[src/core/pcsd_defs.svh]
`ifndef PCSD_DEFS_SVH
`define PCSD_DEFS_SVH

// register addresses on the special function bus
`define PCSD_ADDR_STATUS   8'hc1
`define PCSD_ADDR_DCL      8'hf9
`define PCSD_ADDR_DCH      8'hfa

// reset values of the debounce settings
`define PCSD_DCH_RESET     8'h04
`define PCSD_DCL_RESET     8'h04

// counter mode field value for quadrature counting
`define PCSD_MODE_QUAD     2'b11

// status register bit positions
`define PCSD_BIT_FLUTTER   7
`define PCSD_BIT_DIR       6
`define PCSD_BIT_STATE_HI  5
`define PCSD_BIT_STATE_LO  4
`define PCSD_BIT_B_PREV    3
`define PCSD_BIT_A_PREV    2
`define PCSD_BIT_B_CUR     1
`define PCSD_BIT_A_CUR     0

`endif

[src/core/pcsd_pkg.sv]
`default_nettype none

package pcsd_pkg;

   // position of the filtered input pair in the quadrature cycle
   typedef enum logic [1:0] {
      pcsd_st_ll,
      pcsd_st_lh,
      pcsd_st_hh,
      pcsd_st_hl
   } pcsd_state_type;

   // integrator count, one bit wider than a setting
   typedef logic [8:0] pcsd_count_type;

   // applied threshold is the programmed setting plus one
   function automatic pcsd_count_type pcsd_limit(input logic [7:0] setting);
      pcsd_limit = {1'b0, setting} + 9'h001;
   endfunction

endpackage
`default_nettype wire

[src/core/pcsd_top.sv]
`timescale 1ns/1ps
`default_nettype none
`include "pcsd_defs.svh"

module pcsd_top
   import pcsd_pkg::*;
(
   input  wire logic       ref_clk,
   input  wire logic       sys_rst,
   input  wire logic       clk_en,
   input  wire logic       sample_tick,
   input  wire logic       input_a_raw,
   input  wire logic       input_b_raw,
   input  wire logic [1:0] counter_mode_sel,
   input  wire logic [7:0] sfr_addr,
   input  wire logic [7:0] sfr_wdata,
   input  wire logic       sfr_wr,
   input  wire logic       sfr_rd,
   output logic [7:0]      sfr_rdata,
   output logic            input_a_filtered,
   output logic            input_b_filtered,
   output logic            direction,
   output logic            flutter
);

   // configuration registers

   logic [7:0]     debounce_high_count;  // high debounce setting
   logic [7:0]     debounce_low_count;   // low debounce setting
   pcsd_count_type high_limit;           // applied high threshold
   pcsd_count_type low_limit;            // applied low threshold
   logic           integ_bypass;         // integrators switched off
   logic           quad_mode;            // quadrature counting active

   // software writes to the debounce settings
   always_ff @(posedge ref_clk) begin
      if (sys_rst) begin
         debounce_high_count <= `PCSD_DCH_RESET;
         debounce_low_count  <= `PCSD_DCL_RESET;
      end else if (clk_en && sfr_wr) begin
         case (sfr_addr)
            `PCSD_ADDR_DCH: begin
               debounce_high_count <= sfr_wdata;
            end
            `PCSD_ADDR_DCL: begin
               debounce_low_count <= sfr_wdata;
            end
            default: begin
               // status and unmapped addresses ignore writes
            end
         endcase
      end
   end

   // thresholds, bypass and mode decode
   always_comb begin
      high_limit   = pcsd_limit(debounce_high_count);
      low_limit    = pcsd_limit(debounce_low_count);
      integ_bypass = (debounce_low_count == 8'h00);
      quad_mode    = (counter_mode_sel == `PCSD_MODE_QUAD);
   end

   // integrators, one per input

   logic level_a;  // integrator a output
   logic level_b;  // integrator b output

   pcsd_integrator u_integ_a (
      .ref_clk     (ref_clk),
      .sys_rst     (sys_rst),
      .clk_en      (clk_en),
      .sample_tick (sample_tick),
      .raw_level   (input_a_raw),
      .high_limit  (high_limit),
      .low_limit   (low_limit),
      .bypass      (integ_bypass),
      .level       (level_a)
   );

   pcsd_integrator u_integ_b (
      .ref_clk     (ref_clk),
      .sys_rst     (sys_rst),
      .clk_en      (clk_en),
      .sample_tick (sample_tick),
      .raw_level   (input_b_raw),
      .high_limit  (high_limit),
      .low_limit   (low_limit),
      .bypass      (integ_bypass),
      .level       (level_b)
   );

   // current and previous filtered levels

   logic input_a_prev_level;  // previous filtered a
   logic input_b_prev_level;  // previous filtered b
   logic level_change;        // an integrator output moved

   // integrator outputs sampled one clock later
   logic seen_a;              // last observed a
   logic seen_b;              // last observed b

   always_comb begin
      level_change = (level_a != seen_a) || (level_b != seen_b);
   end

   // keep the old pair when either output changes
   always_ff @(posedge ref_clk) begin
      if (sys_rst) begin
         seen_a             <= 1'b0;
         seen_b             <= 1'b0;
         input_a_prev_level <= 1'b0;
         input_b_prev_level <= 1'b0;
      end else if (clk_en) begin
         seen_a <= level_a;
         seen_b <= level_b;
         if (level_change) begin
            input_a_prev_level <= seen_a;
            input_b_prev_level <= seen_b;
         end
      end
   end

   // filtered levels straight from the integrator flops
   always_comb begin
      input_a_filtered = level_a;
      input_b_filtered = level_b;
   end

   // quadrature state machine and direction

   pcsd_state_type quad_state;       // present pair position
   pcsd_state_type next_quad_state;  // position of new pair
   logic           step_ccw;         // one step b-first order
   logic           step_cw;          // one step a-first order

   // pair letters read as (a, b): lh means a low, b high
   always_comb begin
      case ({level_a, level_b})
         2'b00:   next_quad_state = pcsd_st_ll;
         2'b01:   next_quad_state = pcsd_st_lh;
         2'b11:   next_quad_state = pcsd_st_hh;
         2'b10:   next_quad_state = pcsd_st_hl;
         default: next_quad_state = pcsd_st_ll;
      endcase
   end

   // classify the step from present to new position
   always_comb begin
      step_ccw = 1'b0;
      step_cw  = 1'b0;
      case (quad_state)
         pcsd_st_ll: begin
            step_ccw = (next_quad_state == pcsd_st_lh);
            step_cw  = (next_quad_state == pcsd_st_hl);
         end
         pcsd_st_lh: begin
            step_ccw = (next_quad_state == pcsd_st_hh);
            step_cw  = (next_quad_state == pcsd_st_ll);
         end
         pcsd_st_hh: begin
            step_ccw = (next_quad_state == pcsd_st_hl);
            step_cw  = (next_quad_state == pcsd_st_lh);
         end
         pcsd_st_hl: begin
            step_ccw = (next_quad_state == pcsd_st_ll);
            step_cw  = (next_quad_state == pcsd_st_hh);
         end
         default: begin
            step_ccw = 1'b0;
            step_cw  = 1'b0;
         end
      endcase
   end

   // state tracks the pair; direction follows legal steps in quadrature
   always_ff @(posedge ref_clk) begin
      if (sys_rst) begin
         quad_state <= pcsd_st_ll;
         direction  <= 1'b0;
      end else if (clk_en) begin
         quad_state <= next_quad_state;
         if (quad_mode) begin
            if (step_ccw) begin
               direction <= 1'b0;
            end else if (step_cw) begin
               direction <= 1'b1;
            end
         end
      end
   end

   // flutter detection

   // edges alternate between inputs in clean rotation; two
   // same-kind edges in a row from one input mean the counts differ
   logic rise_a;          // rising edge on a
   logic rise_b;          // rising edge on b
   logic fall_a;          // falling edge on a
   logic fall_b;          // falling edge on b
   logic rise_owner;      // input of last rising edge, 1 = b
   logic rise_seen;       // a rising edge has been recorded
   logic fall_owner;      // input of last falling edge, 1 = b
   logic fall_seen;       // a falling edge has been recorded
   logic rise_mismatch;   // rising edge counts now differ by one or two
   logic fall_mismatch;   // falling edge counts now differ by one or two

   always_comb begin
      rise_a = level_a && !seen_a;
      rise_b = level_b && !seen_b;
      fall_a = !level_a && seen_a;
      fall_b = !level_b && seen_b;
      rise_mismatch = rise_seen &&
                      ((rise_a && !rise_b && !rise_owner) ||
                       (rise_b && !rise_a && rise_owner));
      fall_mismatch = fall_seen &&
                      ((fall_a && !fall_b && !fall_owner) ||
                       (fall_b && !fall_a && fall_owner));
   end

   // edge bookkeeping and sticky flag, cleared outside quadrature
   always_ff @(posedge ref_clk) begin
      if (sys_rst) begin
         rise_owner <= 1'b0;
         rise_seen  <= 1'b0;
         fall_owner <= 1'b0;
         fall_seen  <= 1'b0;
         flutter    <= 1'b0;
      end else if (clk_en) begin
         if (!quad_mode) begin
            rise_seen <= 1'b0;
            fall_seen <= 1'b0;
            flutter   <= 1'b0;
         end else begin
            if (rise_a ^ rise_b) begin
               rise_owner <= rise_b;
               rise_seen  <= 1'b1;
            end
            if (fall_a ^ fall_b) begin
               fall_owner <= fall_b;
               fall_seen  <= 1'b1;
            end
            if (rise_mismatch || fall_mismatch) begin
               flutter <= 1'b1;
            end
         end
      end
   end

   // register read port

   logic [7:0] counter_status;  // assembled status byte

   always_comb begin
      counter_status = 8'h00;
      counter_status[`PCSD_BIT_FLUTTER] = flutter;
      counter_status[`PCSD_BIT_DIR]     = direction;
      counter_status[`PCSD_BIT_STATE_HI:`PCSD_BIT_STATE_LO] =
         quad_state;
      counter_status[`PCSD_BIT_B_PREV]  = input_b_prev_level;
      counter_status[`PCSD_BIT_A_PREV]  = input_a_prev_level;
      counter_status[`PCSD_BIT_B_CUR]   = level_b;
      counter_status[`PCSD_BIT_A_CUR]   = level_a;
   end

   // read data registered one clock after the strobe
   always_ff @(posedge ref_clk) begin
      if (sys_rst) begin
         sfr_rdata <= 8'h00;
      end else if (clk_en && sfr_rd) begin
         case (sfr_addr)
            `PCSD_ADDR_STATUS: sfr_rdata <= counter_status;
            `PCSD_ADDR_DCH:    sfr_rdata <= debounce_high_count;
            `PCSD_ADDR_DCL:    sfr_rdata <= debounce_low_count;
            default:           sfr_rdata <= 8'h00;
         endcase
      end
   end

endmodule
`default_nettype wire

[src/core/pcsd_integrator.sv]
`timescale 1ns/1ps
`default_nettype none

// up/down integrator for one sensor input
module pcsd_integrator
   import pcsd_pkg::*;
(
   input  wire logic           ref_clk,
   input  wire logic           sys_rst,
   input  wire logic           clk_en,
   input  wire logic           sample_tick,
   input  wire logic           raw_level,
   input  wire pcsd_count_type high_limit,
   input  wire pcsd_count_type low_limit,
   input  wire logic           bypass,
   output logic                level
);

   pcsd_count_type count;       // integration count
   pcsd_count_type next_count;  // count after this sample
   logic           next_level;  // level after this sample

   // count moves up on high samples, down on low samples
   always_comb begin
      next_count = count;
      next_level = level;
      if (bypass) begin
         // integrators off: level follows the sample
         next_level = raw_level;
         next_count = raw_level ? low_limit : '0;
      end else if (!level) begin
         // low side: climb toward the high threshold
         if (raw_level) begin
            next_count = count + 9'h001;
         end else if (count != '0) begin
            next_count = count - 9'h001;
         end
         if (raw_level && (next_count >= high_limit)) begin
            next_level = 1'b1;
            next_count = low_limit;
         end
      end else begin
         // high side: fall from the low threshold toward zero
         if (!raw_level) begin
            next_count = (count > low_limit) ? low_limit - 9'h001
                                             : count - 9'h001;
         end else if (count < low_limit) begin
            next_count = count + 9'h001;
         end
         if (next_count == '0) begin
            next_level = 1'b0;
         end
      end
   end

   // state advances once per sample tick
   always_ff @(posedge ref_clk) begin
      if (sys_rst) begin
         count <= '0;
         level <= 1'b0;
      end else if (clk_en && sample_tick) begin
         count <= next_count;
         level <= next_level;
      end
   end

endmodule
`default_nettype wire

[config.mk]
export PLATFORM = sky130hd
export DESIGN_NAME = pcsd_top
export DESIGN_NICKNAME = d
export VERILOG_FILES = /design/src/core/pcsd_pkg.sv /design/src/core/pcsd_top.sv /design/src/core/pcsd_integrator.sv
export VERILOG_INCLUDE_DIRS = /design/src /design/src/core
export SDC_FILE = /design/constraint.sdc
export NUM_CORES = 1
export LEC_CHECK = 0
export BUFFER_PORTS_ARGS = -buffer_cell sky130_fd_sc_hd__buf_2
export CAP_MARGIN = 20
export CORE_ASPECT_RATIO = 1.25
export CORE_MARGIN = 1.5
export CORE_UTILIZATION = 30
export CTS_CLUSTER_SIZE = 28
export DETAILED_ROUTE_END_ITERATION = 10
export PLACE_DENSITY = 0.46
export SYNTH_ARGS = -nofsm -noshare
export SYNTH_HDL_FRONTEND = slang
export SYNTH_SLANG_ARGS = --single-unit
[constraint.sdc]
create_clock -name ref_clk -period 5.4 [get_ports ref_clk]
set_input_delay 0.54 -clock ref_clk [delete_from_list [all_inputs] [get_ports ref_clk]]
set_output_delay 0.54 -clock ref_clk [all_outputs]
set_load 0.03 [all_outputs]
==> metrics.md <==
| Metric | Value |
|---|---|
| Status | finished, final reports clean |
| Hold Path End | debounce_high_count[2] |
| Clock transition at path regs | roughly 80 ps |
| R2R Path End | u_integ_a.level |
| Register-to-Register Path Depth | 14 |
| Hold_sp | sfr_wdata[2] |
| Post-Syn Area per Cell | between 7 and 8 µm² |
| Clock net sink count | 56 |
| Post-cts sizing count | 0 |
| Antenna viol nets, final | 0 |
| Worst EP required | ~5600 ps |
| Top-area cell type share of the netlist area | 0.1816 |
| Final hold vios | 0 |
| Post-synth EDFFs | 0 |
| Comb pwr share | 0.700 |
| Cell Area, Synth | between 6000 and 7000 µm² |
| Die Span X | between 100 and 150 µm |
| Critical path class | reg2reg |
| Switching power total | 1518 µW |
| Static leakage | approximately 0.0025 µW |
| IO buf count | 37 |
| Total Power | about 2900 µW |
| Post-route minimum period | approximately 4800 ps |
| R2R Setup Slk | 560 ps |
| Top cell type by total area after synthesis | dfxtp_1 |
| Diode count | 0 |
| Worst r2r src | debounce_low_count[0] |
| Worst Hold Class | in2reg |
| Startpoint types | flip-flop |
| Setup TNS | 0 ps |
| Net Count, Synth | roughly 910 |
| RSZ-0062 raised after global routing | false |
| Total core area | 20170 µm² |
| Sequential share of the synthesized area | 0.1816 |
| Worst hold stages | 3 |
| Starting DRC count in detailed routing | 433 |
| FF/Latch Area | 1121 µm² |
| Synth top area cells | dfxtp_1, ha_1, nand2_1, a21oi_1, nor2_1 |
| Global-route wire length before repair | between 30 and 40 mm |
| Die footprint | roughly 21000 µm² |
| Clock power share | 0.123 |
| Synth Flop Type | dfxtp_1 |
| Final period utilization | 0.8964 |
| Vias in the first global route | between 6000 and 7000 |
| Initial antenna violation count | 0 |
| Worst path arrival time | roughly 5000 ps |
| Switching fraction of total power | 0.5158 |
| Fin nets | just over 900 |
| FF+latch count, synth | between 50 and 60 |
| Multi-input gate area | 4701 µm² |
| Final WL | 22.98 mm |
| Slew Limit Fails | 0 |
| Synthesis-to-finish area growth | 9.625% |
| CTS Root Cell | clkbuf_16 |
| CTS tree | yes |
| Total CTS buffers | 5 |
| Max-cap viol count | 0 |
| Vias | approximately 6400 |
| Rel. slew slack | 0.3409 |
| Hold buffer count at CTS | 0 |
| Post-DR vias/cell | 5.765 |
| Initial core utilization | 0.3061 |
| Syn Inst Count | approximately 830 |
| Synth warnings | 0 |
| Clock skew | between 4 and 5 ps |
| Internal power | around 1400 µW |
| Max Fclk | slightly above 200 MHz |
| GRT overflow | 0 |
| Synth async-reset ratio | 0 |
| Distinct cells, synth | 85 |
| Final setup vio count | 0 |
| Pin count of the biggest net entering global routing | between 40 and 50 |
| TritonRoute pass-1 iters | 5 |
| CP Launch Point | debounce_low_count[0] |
| Clk_lat worst skew | between 300 and 400 ps |
| Tot GR Track Use | 0.2168 |
| # DRC | 0 |
| Fillcell total | 2243 |
| Cell Rows | 58 |
| Die Height | roughly 160 µm |
| Layout cells sized above 1 | 0.1090 |
| WL/cell | between 20 and 25 µm |
| Clock Tree Buf Depth | 2 |
| Most numerous cell in the Yosys netlist | nand2_1 |
| Routability-driven placement congestion ratio | ~0.88 |
| Post-CTS setup buffers | 0 |
| Crit Path Max Fanout | 16 |
| Commonest cells in the netlist | nand2_1, nor2_1, a21oi_1, dfxtp_1, ha_1 |
| Pwr per Cell Area | 434.6 nW/µm² |
| Max rail drop VDD | around 0.00016 V |
| CP endpoint kind | flip-flop |
| I/O pins | 38 |
| Slew @ Worst Pin | between 900 and 1000 ps |
| Htree depth | 2 |
| Sequential share of power | 0.177 |
| Detailed placer's ending HPWL | 17.34 mm |
==> power groups by stage <==
stage	logic [µW]	clock network (µW)	registers, µW
2_1_floorplan	1490	0	495
3_3_place_gp	2030	0	530
3_5_place_dp	2010	0	529
4_1_cts	2020	372	519
5_1_grt	2260	382	527
6_report	2060	363	521
==> cell type report <==
| type | count | share of cell area |
|---|---|---|
| multi-input cells | 691 | 0.6945 |
| repair buffers | 59 | 0.05176 |
| clock buffers | 6 | 0.01904 |
| well taps | 270 | 0.04991 |
| inverters | 30 | 0.01664 |
| clock inverters | 2 | 0.002588 |
| flip-flops and latches | 56 | 0.1656 |
==> logic make-up (layout without fill, tap and decap cells) <==
logic type | count (synthesis) | in the layout | share of synthesized area
simple gates | 319 | 319 | 0.2551
buf+inv | 87 | 97 | 0.05714
fa+ha+maj | 53 | 53 | 0.1072
flops | 56 | 56 | 0.1816
xor+xnor | 40 | 40 | 0.07214
compound gates | 251 | 251 | 0.2788
mux | 28 | 28 | 0.04802
==> worst max-delay path by stage <==
stage / slack, ps / end
2_1_floorplan: 1780 / u_integ_b.count[8]
3_3_place_gp: 780 / u_integ_a.level
3_5_place_dp: 700 / u_integ_a.level
4_1_cts: 670 / u_integ_a.level
5_1_grt: 250 / u_integ_a.level
6_report: 560 / u_integ_a.level
==> worst max-delay path, stage by stage (launching register included) <==
cell and delay [ps]:
dfxtp_1 720, inv_1 310, ha_1 470, inv_1 130, ha_1 290, nand2_1 90, o21ai_0 170, maj3_2 370
a2111oi_1 530, o31a_2 440, nor2_2 180, o41ai_1 420, a221oi_2 90, nor4_1 360, a31oi_1 130
==> per-layer routing <==
metal | up-vias | GRT usage | share of wire
li1 | 3132 | - | -
met1 | 3029 | 0.2654 | 0.42
met2 | 219 | 0.3906 | 0.50
met3 | 42 | 0.02328 | 0.048
met4 | 0 | 0.08434 | 0.031
met5 | - | 0 | 0
==> registers in the layout, indices dropped and copies added (netlist names), 2 cells and up <==
| signal | flops |
|---|---|
| debounce_low_count | 8 |
| quad_state | 2 |
| debounce_high_count | 8 |
| u_integ_b.count | 9 |
| u_integ_a.count | 9 |
| sfr_rdata | 8 |
==> through the flow <==
| step | hold slack (ps) | cell area (µm²) | util | setup WS, ps | std cells |
|---|---|---|---|---|---|
| 4_1_cts | 458.8 | 6769 | 0.3355 | 669.5 | 1114 |
| 3_5_place_dp | 458.6 | 6623 | 0.3283 | 704.9 | 1106 |
| 6_report | 460.7 | 6769 | 0.3355 | 559.3 | 1114 |
| 2_1_floorplan | 440.9 | 6175 | - | 1781 | 834 |
| 3_3_place_gp | 454.9 | 6623 | 0.3283 | 777.7 | 1106 |
| 5_1_grt | 476.1 | 6769 | 0.3355 | 253.8 | 1114 |
==> placed cells by master, fill, tap and decap left out, drive strengths merged, types with 8 or more instances in the layout <==
cell / count
nand2: 87
and3: 19
o31ai: 9
nor3: 22
xnor2: 17
a31oi: 19
ha: 52
a211oi: 12
nor2: 76
nand3: 46
o21ai: 60
a21oi: 60
mux2i: 24
and2: 9
nand4: 10
dfxtp: 56
o211ai: 8
buf: 59
or3: 11
a222oi: 8
inv: 30
xor2: 18
nand2b: 8
Power figures use the tool's default switching activity.
